$ cat src/core/ufc_pkg.sv
// How it works
// - full duplex transmit and receive, PIO or DMA
// - 5-8 data bits, 1-2 stop, parity
// - frame spans 7 to 12 bits
// - two character buffers receive, one holding buffer transmit
// - separate transmit and receive DMA requests
// - rate from clock/1048560 up to clock
// - bit clock is clock/divisor, optionally /16
// - divisor from high and low bytes
// - prescale bypass sits in global control
// - maskable transmit and receive interrupt requests
// - receive line exposed for timer autobaud
// - flow control pins only when enabled
// - deasserted clear-to-send holds new transmissions
// - request-to-send drops above high water
// - optional infrared pulse encode on transmit; receive takes the line as is
package ufc_pkg;
    // ****************************************
    // character format and timing
    // ****************************************
    localparam int          DATA_W      = 8;
    localparam int          DIV_W       = 16;
    localparam logic [3:0]  OVS_LAST    = 4'hF;
    localparam logic [3:0]  OVS_MID     = 4'h7;
    localparam logic [3:0]  IR_PULSE    = 4'h2;
    localparam logic [1:0]  HIGH_WATER  = 2'h1;
    localparam logic [1:0]  WLEN_BASE   = 2'h0;
    localparam logic [3:0]  BITS_BASE   = 4'h5;
    localparam logic [15:0] DIV_ONE     = 16'h0001;
    typedef enum logic [2:0] {ST_IDLE, ST_START, ST_DATA, ST_PAR, ST_STOP} ufc_state_type;
endpackage : ufc_pkg

$ cat src/core/ufc_top.sv
module ufc_top (
    input  wire logic       I_CLK,
    input  wire logic       I_RESET,
    input  wire logic [7:0] I_DIVISOR_HIGH_BYTE,
    input  wire logic [7:0] I_DIVISOR_LOW_BYTE,
    input  wire logic       I_PRESCALE_BYPASS_BIT,
    input  wire logic       I_PORT_ENABLE,
    input  wire logic [1:0] I_WORD_LEN,
    input  wire logic       I_TWO_STOP,
    input  wire logic       I_PARITY_EN,
    input  wire logic       I_PARITY_EVEN,
    input  wire logic       I_INFRARED_EN,
    input  wire logic       I_FLOW_EN,
    input  wire logic       I_TX_IRQ_EN,
    input  wire logic       I_RX_IRQ_EN,
    input  wire logic       I_DMA_MODE,
    input  wire logic       I_TX_WRITE,
    input  wire logic [7:0] I_TX_DATA,
    input  wire logic       I_RX_READ,
    input  wire logic       I_RXD,
    input  wire logic       I_CTS_N,
    output logic            O_TXD,
    output logic            O_RTS_N,
    output logic            O_RXD_TIMER,
    output logic [7:0]      O_RX_DATA,
    output logic            O_RX_VALID,
    output logic            O_RX_PARITY_ERR,
    output logic            O_RX_FRAME_ERR,
    output logic            O_RX_OVERRUN,
    output logic            O_TX_ROOM,
    output logic            O_TX_IRQ,
    output logic            O_RX_IRQ,
    output logic            O_TX_DMA_REQ,
    output logic            O_RX_DMA_REQ
);
    // ****************************************
    // bit clock
    // ****************************************
    logic tick;
    logic bit_tick;
    logic [15:0] divisor;
    assign divisor = {I_DIVISOR_HIGH_BYTE, I_DIVISOR_LOW_BYTE};
    ufc_tick u_tick (
        .i_clk      (I_CLK),
        .i_reset    (I_RESET),
        .i_divisor  (divisor),
        .i_bypass   (I_PRESCALE_BYPASS_BIT),
        .o_tick     (tick),
        .o_bit_tick (bit_tick)
    );

    function automatic logic par_of(input logic [7:0] d, input logic [3:0] n, input logic ev);
        logic p;
        p = ~ev;
        for (int k = 0; k < 8; k++)
            if (k < n)
                p = p ^ d[k];
        return p;
    endfunction

    logic [3:0] nbits;
    assign nbits = ufc_pkg::BITS_BASE + {2'h0, I_WORD_LEN};

    // ****************************************
    // transmitter
    // ****************************************
    ufc_pkg::ufc_state_type tst_r, tst_nxt;
    logic [7:0] thold_r, thold_nxt, tsh_r, tsh_nxt;
    logic       thv_r, thv_nxt, tline_r, tline_nxt, tstop2_r, tstop2_nxt;
    logic [3:0] tcnt_r, tcnt_nxt, tir_r, tir_nxt;
    logic       txd_nxt, tirq_nxt, tdma_nxt, room_nxt;
    // parity is latched at load, since the holding buffer may refill mid-frame
    logic       tpar_r, tpar_nxt;
    always_comb begin
        tst_nxt = tst_r; thold_nxt = thold_r; tsh_nxt = tsh_r; thv_nxt = thv_r;
        tpar_nxt = tpar_r;
        tline_nxt = tline_r; tstop2_nxt = tstop2_r; tcnt_nxt = tcnt_r; tir_nxt = tir_r;
        if (I_TX_WRITE && !thv_r) begin
            thold_nxt = I_TX_DATA;
            thv_nxt   = 1'b1;
        end
        if (bit_tick) begin
            case (tst_r)
                ufc_pkg::ST_IDLE: begin
                    tline_nxt = 1'b1;
                    if (thv_r && I_PORT_ENABLE && !(I_FLOW_EN && I_CTS_N)) begin
                        tsh_nxt = thold_r; thv_nxt = 1'b0; tline_nxt = 1'b0;
                        tpar_nxt = par_of(thold_r, nbits, I_PARITY_EVEN);
                        tcnt_nxt = '0; tst_nxt = ufc_pkg::ST_DATA;
                    end
                end
                ufc_pkg::ST_DATA: begin
                    tline_nxt = tsh_r[0]; tsh_nxt = {1'b0, tsh_r[7:1]};
                    tcnt_nxt = tcnt_r + 4'h1;
                    if (tcnt_r + 4'h1 == nbits)
                        tst_nxt = I_PARITY_EN ? ufc_pkg::ST_PAR : ufc_pkg::ST_STOP;
                end
                ufc_pkg::ST_PAR: begin
                    tline_nxt = tpar_r;
                    tst_nxt = ufc_pkg::ST_STOP;
                end
                ufc_pkg::ST_STOP: begin
                    tline_nxt = 1'b1; tstop2_nxt = I_TWO_STOP && !tstop2_r;
                    if (!(I_TWO_STOP && !tstop2_r)) tst_nxt = ufc_pkg::ST_IDLE;
                end
                default: tst_nxt = ufc_pkg::ST_IDLE;
            endcase
        end
        if (tick && tir_r != ufc_pkg::OVS_LAST) tir_nxt = tir_r + 4'h1;
        if (bit_tick)
            tir_nxt = '0;
        txd_nxt  = I_INFRARED_EN ? !(!tline_r && tir_r < ufc_pkg::IR_PULSE) : tline_r;
        room_nxt = !thv_nxt;
        tirq_nxt = room_nxt && I_TX_IRQ_EN;
        tdma_nxt = room_nxt && I_DMA_MODE;
    end
    always_ff @(posedge I_CLK or posedge I_RESET) begin
        if (I_RESET) begin
            tst_r <= ufc_pkg::ST_IDLE; thold_r <= '0; tsh_r <= '0; thv_r <= 1'b0;
            tline_r <= 1'b1; tstop2_r <= 1'b0; tcnt_r <= '0; tir_r <= ufc_pkg::OVS_LAST;
            tpar_r <= 1'b0;
            O_TXD <= 1'b1; O_TX_IRQ <= 1'b0; O_TX_DMA_REQ <= 1'b0; O_TX_ROOM <= 1'b1;
        end else begin
            tst_r <= tst_nxt; thold_r <= thold_nxt; tsh_r <= tsh_nxt; thv_r <= thv_nxt;
            tline_r <= tline_nxt; tstop2_r <= tstop2_nxt; tcnt_r <= tcnt_nxt;
            tpar_r <= tpar_nxt;
            tir_r <= tir_nxt; O_TXD <= txd_nxt; O_TX_IRQ <= tirq_nxt;
            O_TX_DMA_REQ <= tdma_nxt; O_TX_ROOM <= room_nxt;
        end
    end

    // ****************************************
    // receiver
    // ****************************************
    ufc_pkg::ufc_state_type rst_r, rst_nxt;
    logic [7:0] rsh_r, rsh_nxt;
    logic [3:0] rph_r, rph_nxt, rcnt_r, rcnt_nxt;
    logic       rin, rpar_r, rpar_nxt, rstop2_r, rstop2_nxt;
    logic [7:0] buf_r [2];
    logic [7:0] buf_nxt [2];
    logic [1:0] fill_r, fill_nxt;
    logic       rdone, rperr, rferr, ovr_nxt, perr_nxt, ferr_nxt;
    logic       rts_nxt, rirq_nxt, rdma_nxt;
    logic [7:0] rword;
    assign rin = I_RXD;
    always_comb begin
        rst_nxt = rst_r; rsh_nxt = rsh_r; rph_nxt = rph_r; rcnt_nxt = rcnt_r;
        rpar_nxt = rpar_r; rstop2_nxt = rstop2_r; rdone = 1'b0; rperr = 1'b0; rferr = 1'b0;
        rword = rsh_r >> (4'h8 - nbits);
        if (tick) begin
            rph_nxt = rph_r + 4'h1;
            case (rst_r)
                ufc_pkg::ST_IDLE: begin
                    rph_nxt = '0;
                    if (!rin && I_PORT_ENABLE) rst_nxt = ufc_pkg::ST_START;
                end
                ufc_pkg::ST_START: begin
                    if (rph_r == ufc_pkg::OVS_MID || I_PRESCALE_BYPASS_BIT) begin
                        rph_nxt = '0; rcnt_nxt = '0; rpar_nxt = 1'b0;
                        rst_nxt = rin ? ufc_pkg::ST_IDLE : ufc_pkg::ST_DATA;
                    end
                end
                ufc_pkg::ST_DATA, ufc_pkg::ST_PAR, ufc_pkg::ST_STOP: begin
                    if (rph_r == ufc_pkg::OVS_LAST || I_PRESCALE_BYPASS_BIT) begin
                        rph_nxt = '0;
                        if (rst_r == ufc_pkg::ST_DATA) begin
                            rsh_nxt = {rin, rsh_r[7:1]}; rcnt_nxt = rcnt_r + 4'h1;
                            if (rcnt_r + 4'h1 == nbits)
                                rst_nxt = I_PARITY_EN ? ufc_pkg::ST_PAR : ufc_pkg::ST_STOP;
                            rstop2_nxt = 1'b0;
                        end else if (rst_r == ufc_pkg::ST_PAR) begin
                            rpar_nxt = rin; rst_nxt = ufc_pkg::ST_STOP;
                        end else begin
                            rferr = !rin;
                            rstop2_nxt = 1'b1;
                            if (!(I_TWO_STOP && !rstop2_r)) begin
                                rdone = 1'b1; rst_nxt = ufc_pkg::ST_IDLE;
                                rperr = I_PARITY_EN &&
                                        (rpar_r != par_of(rword, nbits, I_PARITY_EVEN));
                            end
                        end
                    end
                end
                default: rst_nxt = ufc_pkg::ST_IDLE;
            endcase
        end
        buf_nxt[0] = buf_r[0]; buf_nxt[1] = buf_r[1]; fill_nxt = fill_r;
        if (I_RX_READ && fill_r != 2'h0) begin
            buf_nxt[0] = buf_r[1]; fill_nxt = fill_r - 2'h1;
        end
        ovr_nxt = O_RX_OVERRUN;
        if (rdone) begin
            if (fill_nxt == 2'h2) ovr_nxt = 1'b1;
            else begin buf_nxt[fill_nxt[0]] = rword; fill_nxt = fill_nxt + 2'h1; end
        end
        perr_nxt = rdone ? rperr : O_RX_PARITY_ERR;
        ferr_nxt = rdone ? rferr : O_RX_FRAME_ERR;
        rts_nxt  = I_FLOW_EN && (fill_nxt > ufc_pkg::HIGH_WATER);
        rirq_nxt = (fill_nxt != 2'h0) && I_RX_IRQ_EN;
        rdma_nxt = (fill_nxt != 2'h0) && I_DMA_MODE;
    end
    always_ff @(posedge I_CLK or posedge I_RESET) begin
        if (I_RESET) begin
            rst_r <= ufc_pkg::ST_IDLE; rsh_r <= '0; rph_r <= '0; rcnt_r <= '0;
            rpar_r <= 1'b0; rstop2_r <= 1'b0; buf_r[0] <= '0; buf_r[1] <= '0; fill_r <= '0;
            O_RX_DATA <= '0; O_RX_VALID <= 1'b0; O_RX_OVERRUN <= 1'b0; O_RTS_N <= 1'b0;
            O_RX_PARITY_ERR <= 1'b0; O_RX_FRAME_ERR <= 1'b0; O_RX_IRQ <= 1'b0;
            O_RX_DMA_REQ <= 1'b0; O_RXD_TIMER <= 1'b1;
        end else begin
            rst_r <= rst_nxt; rsh_r <= rsh_nxt; rph_r <= rph_nxt; rcnt_r <= rcnt_nxt;
            rpar_r <= rpar_nxt; rstop2_r <= rstop2_nxt;
            buf_r[0] <= buf_nxt[0]; buf_r[1] <= buf_nxt[1]; fill_r <= fill_nxt;
            O_RX_DATA <= buf_nxt[0]; O_RX_VALID <= fill_nxt != 2'h0;
            O_RX_OVERRUN <= ovr_nxt; O_RTS_N <= rts_nxt;
            O_RX_PARITY_ERR <= perr_nxt; O_RX_FRAME_ERR <= ferr_nxt;
            O_RX_IRQ <= rirq_nxt; O_RX_DMA_REQ <= rdma_nxt;
            O_RXD_TIMER <= I_RXD;
        end
    end
endmodule // ufc_top

$ cat src/core/ufc_tick.sv
module ufc_tick (
    input  wire logic        i_clk,
    input  wire logic        i_reset,
    input  wire logic [15:0] i_divisor,
    input  wire logic        i_bypass,
    output logic             o_tick,
    output logic             o_bit_tick
);
    logic [15:0] cnt_r, cnt_nxt;
    logic [3:0]  sub_r, sub_nxt;
    logic        tick_nxt, bit_nxt;
    always_comb begin
        tick_nxt = 1'b0;
        bit_nxt  = 1'b0;
        cnt_nxt  = cnt_r + ufc_pkg::DIV_ONE;
        sub_nxt  = sub_r;
        if (cnt_r + ufc_pkg::DIV_ONE >= i_divisor) begin
            cnt_nxt  = '0;
            tick_nxt = 1'b1;
            sub_nxt  = sub_r + 4'h1;
            bit_nxt  = i_bypass || (sub_r == ufc_pkg::OVS_LAST);
        end
    end
    always_ff @(posedge i_clk or posedge i_reset) begin
        if (i_reset) begin
            cnt_r      <= '0;
            sub_r      <= '0;
            o_tick     <= 1'b0;
            o_bit_tick <= 1'b0;
        end else begin
            cnt_r      <= cnt_nxt;
            sub_r      <= sub_nxt;
            o_tick     <= tick_nxt;
            o_bit_tick <= bit_nxt;
        end
    end
endmodule // ufc_tick

$ cat config.mk
export PLATFORM = sky130hd
export DESIGN_NAME = ufc_top
export DESIGN_NICKNAME = d
export VERILOG_FILES = /design/src/core/ufc_pkg.sv /design/src/core/ufc_top.sv /design/src/core/ufc_tick.sv
export SDC_FILE = /design/constraint.sdc
export NUM_CORES = 1
export LEC_CHECK = 0
export BUFFER_PORTS_ARGS = -buffer_cell sky130_fd_sc_hd__buf_2
export CAP_MARGIN = 20
export CELL_PAD_IN_SITES_DETAIL_PLACEMENT = 0
export CELL_PAD_IN_SITES_GLOBAL_PLACEMENT = 1
export CORE_MARGIN = 4
export CORE_UTILIZATION = 35
export CTS_CLUSTER_DIAMETER = 50
export CTS_CLUSTER_SIZE = 10
export DETAILED_ROUTE_END_ITERATION = 16
export GPL_ROUTABILITY_DRIVEN = 0
export PLACE_DENSITY = 0.77
export SYNTH_ARGS = -nofsm -noshare
export SYNTH_HDL_FRONTEND = slang
export SYNTH_SLANG_ARGS = --single-unit
$ cat constraint.sdc
create_clock -name I_CLK -period 3.3 [get_ports I_CLK]
set_clock_uncertainty 0.05 [all_clocks]
set_input_delay 0.66 -clock I_CLK [delete_from_list [all_inputs] [get_ports I_CLK]]
set_output_delay 0.66 -clock I_CLK [all_outputs]
set_load 0.02 [all_outputs]
==> out/summary.md <==
The run finished with clean final reports. For the count of mapped cells out of synthesis, the log shows 585. The library cell used most frequently in the layout, excluding fill and tap cells, is sky130_fd_sc_hd__dfrtp_1. Counting distinct cell types in the post-synthesis netlist gives 59. The number of clock buffers added by TritonCTS is 9. In this run the register-to-register setup slack is 0.34 ns.

The vertical extent of the die works out to 137.6 microns. The worst setup path is launched from a flop. The run gives 76 as the largest net degree at the start of global routing.

The tool flagged a number of max-cap violations equal to 0. The most used flip-flop cell after synthesis was sky130_fd_sc_hd__dfrtp_1. The count of nets after finishing is 710, and the total die area is 0.01893 sq mm. A synthesized cell averages 10.05 sq um.

The worst hold margin was 0.3660 ns; the clock edge transition at the registers on the reported setup and hold paths was 0.07 ns. Setup repair after global routing left no endpoint under its margin. Based on the critical path, the design can be clocked at up to 0.3374 GHz. The number of global-route vias before repair is 4301, and the initial antenna violation count is 1. The synthesis-to-finish area growth was 13.84%.

The classification of the worst-slack hold path is in2async. After detailed routing, the number of remaining DRC violations is 0. The number of cells on the worst reg-to-reg path is 12. Of all nets on the critical path, the largest fanout is 4. The cell area after synthesis is 0.005878 sq mm.

The logs give 2 for the maximum root-to-sink buffer count and 3.15 ns for the data arrival time of the worst path. The final number of max-transition violations was 0. The worst setup path is captured at a flop. Setup violations remaining at the end of the flow were counted as 0.

Counting flops and latches in the post-synthesis netlist gives 104. Across the VDD grid, the largest voltage drop is 245.1 uV. The region available for standard cell placement spans 0.01652 sq mm.

For the number of warnings printed during yosys synthesis, the log shows 0. The number of port buffers was 61; the x dimension of the die was 137.6 microns. For this design the ratio of total power to cell area is 446.5 mW/mm^2. For the CTS sink count, the log shows 104. Critical path class: reg2reg.

TritonCTS built the clock tree. The number of nets in the synthesized netlist is 656. The detailed router finished its first iteration with 171 violations. For this design the static power due to leakage is 3.173 nW. Of the synthesized area, sequential elements account for 44.44%. For this configuration, the core starts out at a cell density of 35.57%.

The worst register-to-register path begins at u_tick.cnt_r[2]. CTS placed an instance of sky130_fd_sc_hd__clkbuf_16 at the clock tree root. Detailed placement finished with a half-perimeter wire length of 9047 microns. Maximum level of the CTS H-tree: 3.

The post-route antenna net violation count was 0; the required time reported for the critical path endpoint was 3.49 ns. Reg-to-reg endpoint: u_tick.sub_r[1]. For the pin with the worst max-slew slack, the measured transition is 0.8489 ns. The final route contains 4318 vias.

The worst path uses 89.80% of the clock period. The minimum period implied by the final worst setup slack came out at 2.964 ns. The share of cells above drive strength 1 is 19.25%.

In this run the worst setup path terminates at u_tick.sub_r[1]. Number of ports placed on the die boundary: 62. After global routing the overflow that remains totals 0.

In the global route stage, overall resource usage came out at 13.42%. The number of antenna diodes in the final layout is 0. In the layout the commonest cells are sky130_fd_sc_hd__dfrtp_1 (96), sky130_fd_sc_hd__buf_2 (61), sky130_fd_sc_hd__nand2_1 (51).

In this run, post-CTS hold repair placed 0 buffers. The latest clock arrival within the worst-skew pair was 0.35 ns; the final hold violation count was 0. The launching element of the worst setup path is u_tick.cnt_r[2]. After filler insertion, the fill cell instance count of the layout stands at 1614. Using the TritonRoute via totals, the vias-per-cell ratio works out to 4.998. The run gives 47 as the row count.

The first global-routing pass estimated 20320 microns of wire. The first TritonRoute pass finished after 5 iterations. The logs give 0 ns for the final setup TNS and 43.10% for the relative max-transition margin.

Fraction of synthesis flops using an asynchronous set or reset pin: 100.0%. Yosys mapped a number of flops with a built-in enable equal to 0. In the final routed layout, each cell accounts on average for 14.00 microns. Total routed wirelength: 12100 microns.
-- flip-flops by register name (all words and copies together), names as in the netlist, 4 cells and up, named ones only --
name	count
u_tick.cnt_r	16
tcnt_r	4
rcnt_r	4
tsh_r	8
rph_r	4
thold_r	8
rsh_r	8
u_tick.sub_r	4
tir_r	4
buf_r	8
-- cells in the mapped netlist (3+ instances only) --
cell | number | area (sq um)
sky130_fd_sc_hd__nor3_1 | 5 | 25.02
sky130_fd_sc_hd__ha_1 | 29 | 362.9
sky130_fd_sc_hd__nor2_1 | 27 | 101.4
sky130_fd_sc_hd__o31ai_1 | 4 | 30.03
sky130_fd_sc_hd__nand3_1 | 17 | 85.08
sky130_fd_sc_hd__clkbuf_1 | 17 | 63.81
sky130_fd_sc_hd__o21ai_0 | 41 | 205.2
sky130_fd_sc_hd__o21a_1 | 3 | 22.52
sky130_fd_sc_hd__a21oi_1 | 24 | 120.1
sky130_fd_sc_hd__a21o_1 | 8 | 60.06
sky130_fd_sc_hd__a22o_1 | 3 | 26.28
sky130_fd_sc_hd__nand2b_1 | 12 | 75.07
sky130_fd_sc_hd__xor2_1 | 16 | 140.1
sky130_fd_sc_hd__a211oi_1 | 11 | 82.58
sky130_fd_sc_hd__or3_1 | 5 | 31.28
sky130_fd_sc_hd__nor3b_1 | 4 | 30.03
sky130_fd_sc_hd__mux2i_1 | 17 | 170.2
sky130_fd_sc_hd__and3_1 | 6 | 37.54
sky130_fd_sc_hd__xnor2_1 | 23 | 201.4
sky130_fd_sc_hd__nor2b_1 | 18 | 112.6
sky130_fd_sc_hd__dfstp_2 | 8 | 210.2
sky130_fd_sc_hd__o211ai_1 | 3 | 22.52
sky130_fd_sc_hd__mux4_1 | 5 | 131.4
sky130_fd_sc_hd__nand2_1 | 51 | 191.4
sky130_fd_sc_hd__nand4_1 | 8 | 50.05
sky130_fd_sc_hd__inv_1 | 36 | 135.1
sky130_fd_sc_hd__a31oi_1 | 5 | 31.28
sky130_fd_sc_hd__buf_4 | 8 | 60.06
sky130_fd_sc_hd__dfrtp_1 | 96 | 2402
sky130_fd_sc_hd__mux2_2 | 21 | 236.5
sky130_fd_sc_hd__and2_1 | 20 | 125.1
-- logic make-up after synthesis --
kind of cell               synth area share [%]
AOI/OAI and AO/OA                         13.07
xor gates and xnor gates                  6.194
adders and majority gates                 6.173
buffers and inverters                     4.832
DFF                                       44.44
muxes                                     9.153
and+or+nand+nor                           16.13
-- worst max-delay path, cell delays in order, from the launching register on --
cell                      delay, ns
sky130_fd_sc_hd__dfrtp_1       0.40
sky130_fd_sc_hd__and3_1        0.18
sky130_fd_sc_hd__and3_1        0.22
sky130_fd_sc_hd__nand3_1       0.18
sky130_fd_sc_hd__xnor2_1       0.23
sky130_fd_sc_hd__ha_1          0.28
sky130_fd_sc_hd__a21o_1        0.16
sky130_fd_sc_hd__a21o_1        0.17
sky130_fd_sc_hd__a21oi_1       0.21
sky130_fd_sc_hd__o211a_1       0.25
sky130_fd_sc_hd__o21a_1        0.18
sky130_fd_sc_hd__inv_1         0.08
sky130_fd_sc_hd__mux2_2        0.27
-- worst min path at each step --
| stage | from | to | slack [ns] | cells after the start |
|---|---|---|---|---|
| 2_1_floorplan | tsh_r[1] | tsh_r[1] | 0.40 | 2 |
| 3_3_place_gp | O_RX_OVERRUN | O_RX_OVERRUN | 0.41 | 1 |
| 3_5_place_dp | O_RX_OVERRUN | O_RX_OVERRUN | 0.42 | 1 |
| 4_1_cts | I_RESET | asynchronous set/reset pin | 0.39 | 2 |
| 5_1_grt | I_RESET | asynchronous set/reset pin | 0.42 | 2 |
| 6_report | I_RESET | u_tick.cnt_r[4] | 0.37 | 2 |
-- cell type report --
| type | instances | area, sq um | share of cell area (%) |
|---|---|---|---|
| multi-input cells | 416 | 2985 | 44.61 |
| flip-flops and latches | 104 | 2613 | 39.04 |
| repair buffers | 72 | 400.4 | 5.984 |
| well taps | 220 | 275.3 | 4.114 |
| clock buffers | 10 | 229.0 | 3.422 |
| inverters | 36 | 138.9 | 2.076 |
| clock inverters | 6 | 50.05 | 0.7479 |
-- per-stage QoR --
stage	instances	utilization (%)	setup WS, ns	power (W)	instance area, sq um
4_1_cts	864	40.47	0.2595	0.003032	6688
3_5_place_dp	848	38.78	0.1836	0.001986	6409
2_1_floorplan	585	-	0.3065	0.001830	5882
6_report	864	40.49	0.3365	0.002988	6691
5_1_grt	864	40.49	0.07641	0.003168	6691
3_3_place_gp	848	38.78	0.2341	0.001964	6409
-- power breakdown --
part	switching (W)	internal, W	total [W]
sequential	0.0000646	0.00136	0.00142
combinational	0.000296	0.000242	0.000538
clock	0.000502	0.000525	0.00103
total	0.000863	0.00212	0.00299
-- metal layers --
layer | global-route usage [%] | vias to the layer above | part of all wire, %
li1 | - | 2155 | -
met1 | 17.63 | 2049 | 47
met2 | 21.91 | 89 | 46
met3 | 2.337 | 23 | 4.3
met4 | 5.488 | 2 | 2.0
met5 | 0 | - | 0.11
-- timing repair --
action | in CTS | in global routing
buffers inserted | 0 | 0
gates resized for setup | 0 | 1
endpoints found under the setup margin | 0 | 2
No activity file was read; power rests on OpenSTA's default activity.
